### src/rtl/dcrma_regs.svh
// Constants for the debug command register and memory access block
`ifndef DCRMA_REGS_SVH
`define DCRMA_REGS_SVH

// ==========================================
// Serial link framing and answers
`define DCRMA_LAST_BIT    5'h10
`define DCRMA_CNT_ZERO    5'h00
`define DCRMA_CNT_ONE     5'h01
`define DCRMA_RSP_DONE    17'h0FFFF
`define DCRMA_RSP_NOTRDY  17'h10000
`define DCRMA_RSP_ILLEGAL 17'h1FFFF
`define DCRMA_RSP_ERR     17'h10001

// ==========================================
// Command opcodes
`define DCRMA_OP_CRD   12'h218
`define DCRMA_OP_CWR   12'h208
`define DCRMA_OP_SRD   12'h258
`define DCRMA_OP_SWR   12'h248
`define DCRMA_OP_READ  8'h19
`define DCRMA_OP_WRITE 8'h18
`define DCRMA_OP_DUMP  8'h1D
`define DCRMA_OP_FILL  8'h1C
`define DCRMA_OP_NOP   16'h0000
`define DCRMA_MEM_LOW  6'h00

// ==========================================
// Operand size field and pointer steps
`define DCRMA_SZ_BYTE  2'h0
`define DCRMA_SZ_WORD  2'h1
`define DCRMA_SZ_LONG  2'h2
`define DCRMA_SZ_RSVD  2'h3
`define DCRMA_INC_BYTE 32'h00000001
`define DCRMA_INC_WORD 32'h00000002
`define DCRMA_INC_LONG 32'h00000004

// ==========================================
// System register select codes
`define DCRMA_SEL_RC   4'h0
`define DCRMA_SEL_PCC  4'h1
`define DCRMA_SEL_SCR  4'h8
`define DCRMA_SEL_FAR  4'h9
`define DCRMA_SEL_VBR  4'hA
`define DCRMA_SEL_SR   4'hB
`define DCRMA_SEL_USP  4'hC
`define DCRMA_SEL_SSP  4'hD
`define DCRMA_SEL_SFC  4'hE
`define DCRMA_SEL_DFC  4'hF

// ==========================================
// Register bus map and reset values
`define DCRMA_AXI_CTRL   8'h00
`define DCRMA_AXI_STAT   8'h04
`define DCRMA_AXI_FAULT  8'h08
`define DCRMA_RESP_OKAY  2'h0
`define DCRMA_RESP_SLVER 2'h2
`define DCRMA_CTRL_RST   1'h1
`define DCRMA_SR_RST     16'h2700
`define DCRMA_WORD_RST   32'h00000000
`define DCRMA_RF_WORDS   16

`endif

### src/rtl/dcrma_pkg.sv
// Types shared by the debug command block
package dcrma_pkg;

	// ==========================================
	// Command state machine
	typedef enum logic [8:0] {
		ST_CMD  = 9'h001,
		ST_ADH  = 9'h002,
		ST_ADL  = 9'h004,
		ST_OPH  = 9'h008,
		ST_OPL  = 9'h010,
		ST_GO   = 9'h020,
		ST_MEM  = 9'h040,
		ST_RFRD = 9'h080,
		ST_RESW = 9'h100
	} dcrma_state_t;

	// ==========================================
	// Command kinds in flight
	typedef enum logic [2:0] {
		K_NONE  = 3'h0,
		K_CWR   = 3'h1,
		K_SWR   = 3'h2,
		K_READ  = 3'h3,
		K_WRITE = 3'h4,
		K_DUMP  = 3'h5,
		K_FILL  = 3'h6
	} dcrma_kind_t;

	// ==========================================
	// Memory bus request and answer
	typedef struct packed {
		logic        req;
		logic        we;
		logic [2:0]  fc;
		logic [1:0]  size;
		logic [31:0] addr;
		logic [31:0] wdata;
	} dcrma_mreq_t;

	typedef struct packed {
		logic        ack;
		logic        berr;
		logic [31:0] rdata;
	} dcrma_mrsp_t;

endpackage : dcrma_pkg

### src/rtl/dcrma_regfile.sv
// Core address and data register file with registered read port
`timescale 1ns/1ps
`default_nettype none
`include "dcrma_regs.svh"

module dcrma_regfile (
	// Clock and reset
	input  wire logic        aclk,
	input  wire logic        aresetn,
	// Write port
	input  wire logic        we,
	input  wire logic [3:0]  waddr,
	input  wire logic [31:0] wdata,
	// Read port
	input  wire logic [3:0]  raddr,
	output logic      [31:0] rdata_reg
);

	logic [31:0] mem_q [`DCRMA_RF_WORDS];

	// ==========================================
	// Storage
	always_ff @(posedge aclk) begin
		if (we) begin
			mem_q[waddr] <= wdata;
		end
	end

	always_ff @(posedge aclk) begin
		if (!aresetn) begin
			rdata_reg <= `DCRMA_WORD_RST;
		end else begin
			rdata_reg <= mem_q[raddr];
		end
	end

endmodule : dcrma_regfile
`default_nettype wire

### src/rtl/dcrma_core.sv
// Debug command executor for register and memory commands
`timescale 1ns/1ps
`default_nettype none
`include "dcrma_regs.svh"

module dcrma_core (
	// Clock and reset
	input  wire logic                 aclk,
	input  wire logic                 aresetn,
	// AXI4-Lite register slave
	input  wire logic [7:0]           s_axi_awaddr,
	input  wire logic                 s_axi_awvalid,
	output logic                      s_axi_awready,
	input  wire logic [31:0]          s_axi_wdata,
	input  wire logic [3:0]           s_axi_wstrb,
	input  wire logic                 s_axi_wvalid,
	output logic                      s_axi_wready,
	output logic [1:0]                s_axi_bresp,
	output logic                      s_axi_bvalid,
	input  wire logic                 s_axi_bready,
	input  wire logic [7:0]           s_axi_araddr,
	input  wire logic                 s_axi_arvalid,
	output logic                      s_axi_arready,
	output logic [31:0]               s_axi_rdata,
	output logic [1:0]                s_axi_rresp,
	output logic                      s_axi_rvalid,
	input  wire logic                 s_axi_rready,
	// Serial debug link
	input  wire logic                 dsclk,
	input  wire logic                 dsi,
	output logic                      dso,
	// Memory bus
	output var dcrma_pkg::dcrma_mreq_t mem_req,
	input  wire dcrma_pkg::dcrma_mrsp_t mem_rsp
);

	dcrma_pkg::dcrma_state_t state_reg;
	dcrma_pkg::dcrma_kind_t  kind_reg;
	dcrma_pkg::dcrma_mreq_t  mreq_reg;
	logic        dsclk_meta_reg, dsclk_sync_reg, dsclk_prev_reg, dsi_meta_reg, dsi_sync_reg;
	logic [16:0] tx_reg, rx_reg, resp_reg;
	logic [4:0]  bit_cnt_reg;
	logic        frame_done_reg, link_en_reg, addr_err_reg, last_err_reg;
	logic [1:0]  size_reg;
	logic [3:0]  sel_reg;
	logic [31:0] addr_reg, data_reg, far_reg, rc_reg, pcc_reg, scr_reg, vbr_reg, usp_reg, ssp_reg;
	logic [15:0] lo_reg, sr_reg;
	logic [2:0]  sfc_reg, dfc_reg;
	logic        awready_reg, wready_reg, bvalid_reg, arready_reg, rvalid_reg;
	logic [1:0]  bresp_reg, rresp_reg;
	logic [31:0] rdata_reg, rf_rdata;

	// ==========================================
	// Link sampling
	always_ff @(posedge aclk) begin
		if (!aresetn) begin
			dsclk_meta_reg <= 1'h0;
			dsclk_sync_reg <= 1'h0;
			dsclk_prev_reg <= 1'h0;
			dsi_meta_reg   <= 1'h0;
			dsi_sync_reg   <= 1'h0;
		end else begin
			dsclk_meta_reg <= dsclk;
			dsclk_sync_reg <= dsclk_meta_reg;
			dsclk_prev_reg <= dsclk_sync_reg;
			dsi_meta_reg   <= dsi;
			dsi_sync_reg   <= dsi_meta_reg;
		end
	end

	wire logic dsclk_rise = dsclk_sync_reg & ~dsclk_prev_reg;
	wire logic last_bit   = bit_cnt_reg == `DCRMA_LAST_BIT;

	// ==========================================
	// Link shifter
	// seventeen bit frames
	always_ff @(posedge aclk) begin
		if (!aresetn) begin
			tx_reg         <= `DCRMA_RSP_DONE;
			rx_reg         <= `DCRMA_RSP_DONE;
			bit_cnt_reg    <= `DCRMA_CNT_ZERO;
			frame_done_reg <= 1'h0;
		end else begin
			frame_done_reg <= link_en_reg & dsclk_rise & last_bit;
			if (!link_en_reg) begin
				bit_cnt_reg <= `DCRMA_CNT_ZERO;
				tx_reg      <= resp_reg;
			end else if (dsclk_rise) begin
				rx_reg      <= {rx_reg[15:0], dsi_sync_reg};
				tx_reg      <= {tx_reg[15:0], 1'h0};
				bit_cnt_reg <= last_bit ? `DCRMA_CNT_ZERO : bit_cnt_reg + `DCRMA_CNT_ONE;
			end else if (bit_cnt_reg == `DCRMA_CNT_ZERO) begin
				tx_reg <= resp_reg;
			end
		end
	end

	// ==========================================
	// Command decode
	wire logic [15:0] cmd      = rx_reg[15:0];
	wire logic [1:0]  cmd_size = cmd[7:6];
	wire logic        fd       = frame_done_reg;
	wire logic        size_ok  = cmd_size != `DCRMA_SZ_RSVD;
	wire logic        mem_ok   = (cmd[5:0] == `DCRMA_MEM_LOW) & size_ok;
	wire logic        is_crd   = cmd[15:4] == `DCRMA_OP_CRD;
	wire logic        is_cwr   = cmd[15:4] == `DCRMA_OP_CWR;
	wire logic        is_srd   = cmd[15:4] == `DCRMA_OP_SRD;
	wire logic        is_swr   = cmd[15:4] == `DCRMA_OP_SWR;
	wire logic        is_read  = (cmd[15:8] == `DCRMA_OP_READ) & mem_ok;
	wire logic        is_write = (cmd[15:8] == `DCRMA_OP_WRITE) & mem_ok;
	wire logic        is_dump  = (cmd[15:8] == `DCRMA_OP_DUMP) & mem_ok;
	wire logic        is_fill  = (cmd[15:8] == `DCRMA_OP_FILL) & mem_ok;
	wire logic        is_nop   = cmd == `DCRMA_OP_NOP;
	wire logic        is_long  = cmd_size == `DCRMA_SZ_LONG;
	wire logic        cmd_st   = state_reg == dcrma_pkg::ST_CMD;
	wire logic        opl_st   = state_reg == dcrma_pkg::ST_OPL;
	wire logic        in_mem   = state_reg == dcrma_pkg::ST_MEM;
	wire logic        wr_kind  = (kind_reg == dcrma_pkg::K_WRITE) | (kind_reg == dcrma_pkg::K_FILL);
	wire logic [31:0] op_word  = {data_reg[31:16], cmd};
	wire logic        rf_we    = opl_st & fd & (kind_reg == dcrma_pkg::K_CWR);
	wire logic        sys_we   = opl_st & fd & (kind_reg == dcrma_pkg::K_SWR);

	// ==========================================
	// System register read select
	// select decode
	wire logic [3:0]  ssel   = cmd[3:0];
	wire logic [31:0] sys_rd =
		(ssel == `DCRMA_SEL_RC)  ? rc_reg :
		(ssel == `DCRMA_SEL_PCC) ? pcc_reg :
		(ssel == `DCRMA_SEL_SCR) ? scr_reg :
		(ssel == `DCRMA_SEL_FAR) ? far_reg :
		(ssel == `DCRMA_SEL_VBR) ? vbr_reg :
		(ssel == `DCRMA_SEL_SR)  ? {16'h0000, sr_reg} :
		(ssel == `DCRMA_SEL_USP) ? usp_reg :
		(ssel == `DCRMA_SEL_SSP) ? ssp_reg :
		(ssel == `DCRMA_SEL_SFC) ? {29'h00000000, sfc_reg} :
		(ssel == `DCRMA_SEL_DFC) ? {29'h00000000, dfc_reg} : `DCRMA_WORD_RST;

	// ==========================================
	// Memory completion and result format
	wire logic        mem_done = in_mem & (mem_rsp.ack | addr_err_reg);
	wire logic        mem_fail = mem_rsp.berr | addr_err_reg;
	wire logic [31:0] rdat     = mem_rsp.rdata;
	wire logic [16:0] rd_first =
		(size_reg == `DCRMA_SZ_BYTE) ? {9'h000, rdat[7:0]} :
		(size_reg == `DCRMA_SZ_WORD) ? {1'h0, rdat[15:0]} : {1'h0, rdat[31:16]};
	wire logic [31:0] step =
		(size_reg == `DCRMA_SZ_BYTE) ? `DCRMA_INC_BYTE :
		(size_reg == `DCRMA_SZ_WORD) ? `DCRMA_INC_WORD : `DCRMA_INC_LONG;

	dcrma_regfile u_regfile (
		.aclk      (aclk),
		.aresetn   (aresetn),
		.we        (rf_we),
		.waddr     (sel_reg),
		.wdata     (op_word),
		.raddr     (cmd[3:0]),
		.rdata_reg (rf_rdata)
	);

	// ==========================================
	// Command state machine
	always_ff @(posedge aclk) begin
		if (!aresetn) begin
			state_reg <= dcrma_pkg::ST_CMD;
			kind_reg  <= dcrma_pkg::K_NONE;
			resp_reg  <= `DCRMA_RSP_DONE;
			size_reg  <= `DCRMA_SZ_BYTE;
			sel_reg   <= `DCRMA_SEL_RC;
			addr_reg  <= `DCRMA_WORD_RST;
			data_reg  <= `DCRMA_WORD_RST;
			lo_reg    <= 16'h0000;
		end else begin
			case (state_reg)
				dcrma_pkg::ST_CMD: if (fd) begin
					sel_reg  <= cmd[3:0];
					size_reg <= cmd_size;
					resp_reg <= `DCRMA_RSP_NOTRDY;
					if (is_crd) begin
						state_reg <= dcrma_pkg::ST_RFRD;
					end else if (is_cwr | is_swr) begin
						kind_reg  <= is_cwr ? dcrma_pkg::K_CWR : dcrma_pkg::K_SWR;
						state_reg <= dcrma_pkg::ST_OPH;
					end else if (is_srd) begin
						resp_reg  <= {1'h0, sys_rd[31:16]};
						lo_reg    <= sys_rd[15:0];
						state_reg <= dcrma_pkg::ST_RESW;
					end else if (is_read | is_write) begin
						kind_reg  <= is_read ? dcrma_pkg::K_READ : dcrma_pkg::K_WRITE;
						state_reg <= dcrma_pkg::ST_ADH;
					end else if (is_dump | is_fill) begin
						addr_reg  <= scr_reg;
						kind_reg  <= is_dump ? dcrma_pkg::K_DUMP : dcrma_pkg::K_FILL;
						state_reg <= is_dump ? dcrma_pkg::ST_GO :
							(is_long ? dcrma_pkg::ST_OPH : dcrma_pkg::ST_OPL);
					end else if (is_nop) begin
						resp_reg <= `DCRMA_RSP_DONE;
					end else begin
						resp_reg <= `DCRMA_RSP_ILLEGAL;
					end
				end
				dcrma_pkg::ST_ADH: if (fd) begin
					addr_reg[31:16] <= cmd;
					state_reg       <= dcrma_pkg::ST_ADL;
				end
				dcrma_pkg::ST_ADL: if (fd) begin
					addr_reg[15:0] <= cmd;
					state_reg <= (kind_reg == dcrma_pkg::K_READ) ? dcrma_pkg::ST_GO :
						(size_reg == `DCRMA_SZ_LONG) ? dcrma_pkg::ST_OPH : dcrma_pkg::ST_OPL;
				end
				dcrma_pkg::ST_OPH: if (fd) begin
					data_reg[31:16] <= cmd;
					state_reg       <= dcrma_pkg::ST_OPL;
				end
				dcrma_pkg::ST_OPL: if (fd) begin
					if (wr_kind) begin
						data_reg  <= (size_reg == `DCRMA_SZ_LONG) ? op_word : {16'h0000, cmd};
						state_reg <= dcrma_pkg::ST_GO;
					end else begin
						resp_reg  <= `DCRMA_RSP_DONE;
						state_reg <= dcrma_pkg::ST_CMD;
					end
				end
				dcrma_pkg::ST_GO: state_reg <= dcrma_pkg::ST_MEM;
				dcrma_pkg::ST_MEM: if (mem_done) begin
					state_reg <= dcrma_pkg::ST_CMD;
					if (mem_fail) begin
						resp_reg <= `DCRMA_RSP_ERR;
					end else if (wr_kind) begin
						resp_reg <= `DCRMA_RSP_DONE;
					end else begin
						resp_reg <= rd_first;
						lo_reg   <= rdat[15:0];
						if (size_reg == `DCRMA_SZ_LONG) begin
							state_reg <= dcrma_pkg::ST_RESW;
						end
					end
				end
				dcrma_pkg::ST_RFRD: begin
					resp_reg  <= {1'h0, rf_rdata[31:16]};
					lo_reg    <= rf_rdata[15:0];
					state_reg <= dcrma_pkg::ST_RESW;
				end
				dcrma_pkg::ST_RESW: if (fd) begin
					resp_reg  <= {1'h0, lo_reg};
					state_reg <= dcrma_pkg::ST_CMD;
				end
				default: state_reg <= dcrma_pkg::ST_CMD;
			endcase
		end
	end

	// ==========================================
	// System registers
	// narrow registers take low word
	always_ff @(posedge aclk) begin
		if (!aresetn) begin
			rc_reg  <= `DCRMA_WORD_RST;
			pcc_reg <= `DCRMA_WORD_RST;
			scr_reg <= `DCRMA_WORD_RST;
			vbr_reg <= `DCRMA_WORD_RST;
			usp_reg <= `DCRMA_WORD_RST;
			ssp_reg <= `DCRMA_WORD_RST;
			sr_reg  <= `DCRMA_SR_RST;
			sfc_reg <= 3'h0;
			dfc_reg <= 3'h0;
		end else if (mem_done) begin
			scr_reg <= addr_reg + step;
		end else if (sys_we) begin
			if (sel_reg == `DCRMA_SEL_RC)  rc_reg  <= op_word;
			if (sel_reg == `DCRMA_SEL_PCC) pcc_reg <= op_word;
			if (sel_reg == `DCRMA_SEL_SCR) scr_reg <= op_word;
			if (sel_reg == `DCRMA_SEL_VBR) vbr_reg <= op_word;
			if (sel_reg == `DCRMA_SEL_USP) usp_reg <= op_word;
			if (sel_reg == `DCRMA_SEL_SSP) ssp_reg <= op_word;
			if (sel_reg == `DCRMA_SEL_SR)  sr_reg  <= cmd;
			if (sel_reg == `DCRMA_SEL_SFC) sfc_reg <= cmd[2:0];
			if (sel_reg == `DCRMA_SEL_DFC) dfc_reg <= cmd[2:0];
		end
	end

	// ==========================================
	// Memory bus master
	wire logic aerr_next = (size_reg != `DCRMA_SZ_BYTE) & addr_reg[0];
	always_ff @(posedge aclk) begin
		if (!aresetn) begin
			mreq_reg     <= '0;
			addr_err_reg <= 1'h0;
			last_err_reg <= 1'h0;
		end else if (state_reg == dcrma_pkg::ST_GO) begin
			mreq_reg.req   <= ~aerr_next;
			mreq_reg.we    <= wr_kind;
			mreq_reg.fc    <= wr_kind ? dfc_reg : sfc_reg;
			mreq_reg.size  <= size_reg;
			mreq_reg.addr  <= addr_reg;
			mreq_reg.wdata <= data_reg;
			addr_err_reg   <= aerr_next;
		end else if (mem_done) begin
			mreq_reg.req <= 1'h0;
			addr_err_reg <= 1'h0;
			last_err_reg <= mem_fail;
		end
	end

	// ==========================================
	// Register bus slave
	wire logic wr_go = s_axi_awvalid & s_axi_wvalid & ~awready_reg & ~bvalid_reg;
	wire logic wr_hs = s_axi_awvalid & s_axi_wvalid & awready_reg;
	wire logic rd_go = s_axi_arvalid & ~arready_reg & ~rvalid_reg;
	wire logic rd_hs = s_axi_arvalid & arready_reg;
	wire logic aw_ctl = s_axi_awaddr == `DCRMA_AXI_CTRL;
	wire logic aw_far = s_axi_awaddr == `DCRMA_AXI_FAULT;
	wire logic [31:0] stat_word = {22'h000000, last_err_reg, state_reg};
	wire logic [31:0] rd_word;
	wire logic        rd_hit;
	assign rd_hit  = (s_axi_araddr == `DCRMA_AXI_CTRL) | (s_axi_araddr == `DCRMA_AXI_STAT)
		| (s_axi_araddr == `DCRMA_AXI_FAULT);
	assign rd_word = (s_axi_araddr == `DCRMA_AXI_CTRL) ? {31'h00000000, link_en_reg} :
		(s_axi_araddr == `DCRMA_AXI_STAT) ? stat_word :
		(s_axi_araddr == `DCRMA_AXI_FAULT) ? far_reg : `DCRMA_WORD_RST;

	always_ff @(posedge aclk) begin
		if (!aresetn) begin
			awready_reg <= 1'h0;
			wready_reg  <= 1'h0;
			bvalid_reg  <= 1'h0;
			bresp_reg   <= `DCRMA_RESP_OKAY;
			arready_reg <= 1'h0;
			rvalid_reg  <= 1'h0;
			rresp_reg   <= `DCRMA_RESP_OKAY;
			rdata_reg   <= `DCRMA_WORD_RST;
			link_en_reg <= `DCRMA_CTRL_RST;
		end else begin
			awready_reg <= wr_go;
			wready_reg  <= wr_go;
			arready_reg <= rd_go;
			if (wr_hs) begin
				bvalid_reg <= 1'h1;
				bresp_reg  <= (aw_ctl | aw_far) ? `DCRMA_RESP_OKAY : `DCRMA_RESP_SLVER;
				if (aw_ctl & s_axi_wstrb[0]) link_en_reg <= s_axi_wdata[0];
			end else if (s_axi_bready) begin
				bvalid_reg <= 1'h0;
			end
			if (rd_hs) begin
				rvalid_reg <= 1'h1;
				rdata_reg  <= rd_word;
				rresp_reg  <= rd_hit ? `DCRMA_RESP_OKAY : `DCRMA_RESP_SLVER;
			end else if (s_axi_rready) begin
				rvalid_reg <= 1'h0;
			end
		end
	end

	// Fault address byte lanes
	for (genvar gi = 0; gi < 4; gi++) begin : g_far
		always_ff @(posedge aclk) begin
			if (!aresetn) begin
				far_reg[gi*8 +: 8] <= 8'h00;
			end else if (wr_hs & aw_far & s_axi_wstrb[gi]) begin
				far_reg[gi*8 +: 8] <= s_axi_wdata[gi*8 +: 8];
			end
		end
	end

	// ==========================================
	// Outputs
	assign s_axi_awready = awready_reg;
	assign s_axi_wready  = wready_reg;
	assign s_axi_bvalid  = bvalid_reg;
	assign s_axi_bresp   = bresp_reg;
	assign s_axi_arready = arready_reg;
	assign s_axi_rvalid  = rvalid_reg;
	assign s_axi_rresp   = rresp_reg;
	assign s_axi_rdata   = rdata_reg;
	assign dso           = tx_reg[16];
	assign mem_req       = mreq_reg;

	wire logic cmd_ill = fd & cmd_st & ~(is_crd | is_cwr | is_srd | is_swr | is_read | is_write
		| is_dump | is_fill | is_nop);
endmodule : dcrma_core
`default_nettype wire

### config.mk
export PLATFORM = sky130hd
export DESIGN_NAME = dcrma_core
export DESIGN_NICKNAME = d
export VERILOG_FILES = /design/src/rtl/dcrma_pkg.sv /design/src/rtl/dcrma_regfile.sv /design/src/rtl/dcrma_core.sv
export VERILOG_INCLUDE_DIRS = /design/src /design/src/rtl
export SDC_FILE = /design/constraint.sdc
export NUM_CORES = 2
export LEC_CHECK = 0
export BUFFER_PORTS_ARGS = -buffer_cell sky130_fd_sc_hd__buf_4
export CORE_MARGIN = 8
export CORE_UTILIZATION = 45
export CTS_CLUSTER_SIZE = 20
export DETAILED_ROUTE_END_ITERATION = 8
export PLACE_DENSITY = 0.72
export RECOVER_POWER = 25
export SKIP_CTS_REPAIR_TIMING = 1
export SLEW_MARGIN = 20
export SYNTH_ARGS = -nofsm -noshare
export SYNTH_HDL_FRONTEND = slang
export SYNTH_HIERARCHICAL = 1
export SYNTH_SLANG_ARGS = --single-unit
### constraint.sdc
create_clock -name aclk -period 5.8 [get_ports aclk]
set_input_delay 0.58 -clock aclk [delete_from_list [all_inputs] [get_ports aclk]]
set_output_delay 0.58 -clock aclk [all_outputs]
set_load 0.01 [all_outputs]
* Word-level counts from Yosys, hierarchy flattened
Memory sizes are Yosys's and may differ from the RTL's. A register that Yosys moved wholly into a read port is not among the register bits.
Cells that the tools add are included.
** Word-level totals
- Bits in registers :: 519
- Bits in writable memories :: 512
- Bits of input ports :: 95
- Output and inout bits :: 113
- Word-level logic and storage cells :: 305
- Memories kept :: 1
** Cells by class
- $add $sub $neg :: 2
- Equal/unequal tests :: 68
- Mux-type cells :: 99
- Bitwise operators :: 44
- Reduce and logical (&&, ||, !) cells :: 43
** Memory list
- u_regfile.mem_q :: depth 16, bits a word 32, rd ports 1, clocked after memory_dff 1, wr ports 1, line dcrma_regfile.sv:19 : logic [31:0] mem_q [`DCRMA_RF_WORDS];
** Operators by type and width (number)
- two-way mux 32 bit :: 23
- two-way mux 17 bit :: 15
- two-way mux 16 bit :: 11
- two-way mux 9 bit :: 15
- case mux 16 bit (2 select lines) :: 3
- case mux 17 bit (5 select lines) :: 1
- case mux 9 bit (9 select lines) :: 1
- == test 4 bit, second input constant :: 15
- == test 12 x 10 -> 1 bit, second input constant :: 4
- case mux 16 bit (3 select lines) :: 1
- adder 32 x 3 -> 32 bit :: 1
- == test 8 x 5 -> 1 bit, second input constant :: 4
- inequality test 2 bit, second input constant :: 16
- AND reduction 8 bit :: 4
- two-way mux 3 bit :: 10
- AND reduction 3 bit :: 9
- AND 1 bit :: 26
- two-way mux 6 bit :: 3
- nonzero test 2 bit :: 9
- == test 8 x 4 -> 1 bit, second input constant :: 2
- logical NOT 16 bit :: 1
- logical NOT 8 bit :: 2
- two-way mux 5 bit :: 3
- AND reduction 2 bit :: 6
- 34 further kinds :: 71

* Depth between registers and ports, before layout
- Depth after elaboration :: 16
- Mapped depth :: 12
- Gate-level depth less buffers :: 10

* By module
The synthesis kept the hierarchy.
** By module, submodules not included
- dcrma_core :: times used 1, cells each 2919, area an instance 23511.3 um^2, seq. area each 10349.9 um^2
- dcrma_regfile :: times used 1, cells each 913, area an instance 20412.1 um^2, seq. area each 16015.4 um^2

* Worst setup path after synthesis
No wires, ideal clock.
- Kind :: reg-to-reg
- Start :: register state_reg[5]
- End :: memory u_regfile.mem_q[0][0] (enable)
- Setup time :: 0.461 ns
- Arrival :: 4.491 ns
- Required time :: 5.339 ns
- Path slack :: 0.848 ns
- Stages on the path, launching flop included :: 9
- Buffers on the path :: 3
- Period minus slack after synthesis :: 4.952 ns
- Path through :: dfxtp_1 buf_4 nor4b_4 nand3_1 clkbuf_1 buf_1 nor4_1 or3b_2 nor3_1
** On the way
- Word-level cells in the longest chain between the ends :: 5
** RTL lines
- start: declaration :: line dcrma_core.sv:37 : dcrma_pkg::dcrma_state_t state_reg;
- start signal: assignment :: line dcrma_core.sv:165 : state_reg <= dcrma_pkg::ST_CMD;
- start signal: assignment :: line dcrma_core.sv:180 : state_reg <= dcrma_pkg::ST_RFRD;
- start signal: assignment :: line dcrma_core.sv:183 : state_reg <= dcrma_pkg::ST_OPH;
- == test 9 x 5 -> 1 bit :: line dcrma_core.sv:116 : wire logic opl_st = state_reg == dcrma_pkg::ST_OPL;
- AND 1 bit (2 in a row) :: line dcrma_core.sv:120 : wire logic rf_we = opl_st & fd & (kind_reg == dcrma_pkg::K_CWR);
- net rf_we :: line dcrma_core.sv:120
- two-way mux 1 bit :: line dcrma_regfile.sv:24 : if (we) begin
- two-way mux 1 bit (implied by the code) :: line dcrma_regfile.sv:25 : mem_q[waddr] <= wdata;
- end: declaration :: line dcrma_regfile.sv:19
The timed path passes the listed nets, and every way through them passes these cells.

* Worst setup path after layout
- Start :: register rx_reg[3]
- End :: register lo_reg[12]
** On the way
- Word-level cells in the longest chain between the ends :: 14
- Elaborated cells between the ends (all ways) :: 21
- Classes of those cells :: eq/ne (7); mux (13); reduce/logical (1)
** RTL lines
- start: declaration :: line dcrma_core.sv:41 : logic [16:0] tx_reg, rx_reg, resp_reg;
- start signal: assignment :: line dcrma_core.sv:80 : rx_reg <= `DCRMA_RSP_DONE;
- start signal: assignment :: line dcrma_core.sv:89 : rx_reg <= {rx_reg[15:0], dsi_sync_reg};
- == test 4 bit (no source line)
- two-way mux 32 bit (no source line) (7 in a row)
- two-way mux 32 bit (no source line) (*)
- two-way mux 16 bit (*) :: line dcrma_core.sv:184 : end else if (is_srd) begin
- two-way mux 16 bit (*) :: line dcrma_core.sv:181 : end else if (is_cwr | is_swr) begin
- two-way mux 16 bit (*) :: line dcrma_core.sv:179 : if (is_crd) begin
- two-way mux 16 bit (*) :: line dcrma_core.sv:175 : dcrma_pkg::ST_CMD: if (fd) begin
- case mux 16 bit (3 select lines) (*) :: line dcrma_core.sv:174 : case (state_reg)
- end signal: assignment :: line dcrma_core.sv:186 : lo_reg <= sys_rd[15:0];
- end signal: assignment :: line dcrma_core.sv:233 : lo_reg <= rdat[15:0];
- end signal: assignment :: line dcrma_core.sv:241 : lo_reg <= rf_rdata[15:0];
- end: declaration :: line dcrma_core.sv:47 : logic [15:0] lo_reg, sr_reg;
Every way passes the cells marked *; elsewhere a longest branch is shown, timed or not. The select of a mux whose other input is x is not followed.
A chain may end at the register's enable or synchronous reset.

==> flow_summary.ini <==
[sta]
slew_headroom = -0.732
period_minus_slack_ns = 4.60
fmax_ghz = 0.217
report.final.hold_viol_count = 0
skew_ns = 0.0604
finalSetupViolations = 0
worstMarginPinSlew_ns = 2.60
maxSlewViolCount = 466
grt_setup_unrepaired = false
finalSetupTns_ns = 0
period_share = 0.793

[floorplan]
die-area_um2 = 108000
fp.dieW_um = 328
io_pins = 208
coreArea_um2 = 96700
die_y_um = 328
rows = 114
start_util = 0.454

[flow_run]
maxCapViolations = 17

[hold_path]
min_to = link_en_reg
hold_start = s_axi_wdata[0]
whs_path_depth = 3
holdCritPathClass = in2reg

[routing]
via_per_inst = 6.16
wirelength_mm = 136
remaining_drc_errors = 0
first_pass_iters = 8
drt_iter0_drc = 4279
drtAntennaViolNets = 0
vias = 32600
wire_per_inst_um = 25.8

[cts]
cts_root_buf = clkbuf_16
cts_tree = done
clock_path_buffers = 3
htreeDepth = 3
cts_made_buffers = 105
clk_latency_ns = 0.70
path_clk_slew_ns = 0.07
cts.sinks = 1061

[run_status]
outcome = finished, violations left
violations = capacitance limit, slew limit

[grt]
grt_pass1_vias = 30200
grt_max_degree = 132
grt_first_pass_wirelength_mm = 198
track_usage = 0.241
overflow = 0
antenna_found_initial = 2

[synthesis]
synthAdderAreaFrac = 0.00216
async_reset_ff_frac = 0
synth_edf_count = 512
synthSimpleGateAreaFrac = 0.125
synthXorXnorAreaFrac = 0.00738
synth_cell_type_count = 98
synth-main-ff-cell = dfxtp_1
ys_warn_count = 6
synth.avg_cell_area_um2 = 11.5
synth_area_um2 = 43900
postSynthCellCount = 3832
synth_top_family_by_area = compound AO/OA/AOI/OAI gates
synth_mux_area_frac = 0.0949
synth-compound-area-share = 0.135
synth.yosys.seq_area_share = 0.600
ys_seq_elements = 1061

[worst_setup_path]
cp-end-kind = flip-flop
cp_cell_sequence = buf_4 > nand3b_1 > nor2_1 > a221oi_1 > o22ai_1 > o211ai_1 > a21oi_1
startpoint_type = flip-flop
slowest_delay_ns = 2.00
r2r_cells = 7
cp_max_fo = 50
path_class = reg2reg
rrSetupSlack_ns = 1.20
slowest_stage = dfxtp_1
crit_buf_inv = 1
reg2reg_from = rx_reg[3]
required_ns = 6.42
critical_path_arrival_ns = 5.22
cp_top_family = flip-flops
r2r_end = lo_reg[12]

[final_layout]
final_nets = 4022
fillers = 8300
drive_gt1_frac = 0.186
final_cell_area_um2 = 50100
synthToLayoutAreaGrowth_pct = 14.1
utilization = 0.518
top_register = u_regfile/mem_q
largest_reg_flops = 512

[place]
gp_congestion = 0.977
hpwlAfterDp_mm = 86.5
io_buffers = 205
dpl_cell_area_um2 = 46500

[power]
powerDensity_nw_per_um2 = 310
irDropWorstVdd_uv = 243
power.leakage_nw = 17.6
[power breakdown]
group          internal, mW  total (mW)  switching [mW]
Combinational         0.195       0.570           0.374
Clock                  4.09        7.06            2.97
Sequential             7.84        7.90          0.0658
[through the flow]
| stage | hold slack [ns] | setup slack [ns] | total power [mW] | cells |
|---|---|---|---|---|
| floorplan | 0.412 | 0.848 | 8.38 | 3833 |
| global placement | 0.427 | 1.78 | 8.61 | 5086 |
| detailed placement | 0.425 | 1.69 | 8.62 | 5086 |
| CTS | 0.110 | 1.65 | 15.6 | 5286 |
| global route | 0.139 | 1.18 | 15.9 | 5289 |
| finish | 0.142 | 1.20 | 15.5 | 5291 |
[cells in the mapped netlist (11+ instances only)]
master	n	area, µm²
nand2_1	581	2180
dfxtp_1	549	11000
edfxtp_1	512	15400
a21oi_1	320	1600
nor2_1	246	923
clkbuf_1	196	736
nand3_1	165	826
o21ai_0	129	646
mux2i_1	103	1030
mux4_2	97	2180
mux2_2	79	890
a22oi_1	52	390
a31o_2	50	438
nor2b_1	49	307
o22ai_1	49	307
buf_2	48	240
buf_1	33	124
a31oi_1	32	200
o221ai_1	32	280
nor3_1	29	145
a211oi_2	28	350
and3_1	26	163
a221oi_1	25	219
inv_1	25	93.8
a21o_1	24	180
xor2_1	24	210
nand2b_1	21	131
o211ai_1	18	135
a22o_1	14	123
buf_4	14	105
and2_1	13	81.3
xnor2_1	13	114
a211oi_1	12	90.1
o22a_1	12	105
nand4_1	11	68.8
or3_1	11	68.8
[worst max path at each step]
stage | from | endpoint | slack [ns] | cells past startpoint
floorplan | state_reg[5] | u_regfile/mem_q[0][0] | 0.85 | 8
global placement | state_reg[4] | u_regfile/mem_q[1][20] | 1.78 | 6
detailed placement | state_reg[4] | u_regfile/mem_q[3][20] | 1.69 | 6
CTS | state_reg[4] | u_regfile/mem_q[3][13] | 1.65 | 6
global route | rx_reg[3] | lo_reg[12] | 1.18 | 6
finish | rx_reg[3] | lo_reg[12] | 1.20 | 7
[worst register-to-register path, cell delays in order, from the launching register on]
cell and delay [ns]:
dfxtp_1 2.00, buf_4 0.80, nand3b_1 0.52, nor2_1 0.23, a221oi_1 0.07, o22ai_1 0.45
o211ai_1 0.27, a21oi_1 0.19
[metal layers]
| metal | global-route usage | part of all wire | vias up |
|---|---|---|---|
| met1 | 0.344 | 0.42 | 16000 |
| met4 | 0.0980 | 0.043 | 0 |
| li1 | - | - | 14300 |
| met3 | 0.0744 | 0.13 | 315 |
| met5 | 0 | 0 | - |
| met2 | 0.339 | 0.41 | 1971 |
[layout make-up]
cell class / count / area [µm²] / area share
antenna: 2 / 5.00 / 0.0000999
clock inverter: 47 / 581 / 0.0116
sequential: 1061 / 26400 / 0.526
multi-input combinational: 2439 / 16300 / 0.325
tap: 1276 / 1600 / 0.0319
timing repair buffer: 286 / 2150 / 0.0429
inverter: 27 / 109 / 0.00217
clock buffer: 153 / 3020 / 0.0602
[kinds of logic (layout without fill, tap and decap cells)]
kind of cell | Yosys count | count (layout)
buffers and inverters | 333 | 513
multiplexers | 282 | 282
AND/OR/NAND/NOR | 1219 | 1219
adder cells (fa/ha/maj) | 7 | 7
flip-flops | 1061 | 1061
AO/OA/AOI/OAI | 892 | 892
XOR/XNOR | 37 | 37
other | 1 | 4
[cells in the final DEF, fill, tap and decap left out, drive strengths merged, types with 10 or more instances in the layout]
cell,count
nor4,12
nand2b,21
and2,15
a22oi,52
a21o,24
nand2,581
mux2i,103
nand4,13
bufinv,10
nand3,165
a211oi,40
o211ai,18
a221oi,25
nor2,247
buf,265
o21ai,132
o221ai,32
xor2,24
clkbuf,174
or3,11
mux4,99
nor2b,49
xnor2,13
a31oi,32
a21oi,322
mux2,80
edfxtp,512
and3,26
inv,33
a22o,14
a31o,50
clkinv,26
nor3,32
dfxtp,549
o22a,12
o22ai,49
(Power assumes the default switching activity.)
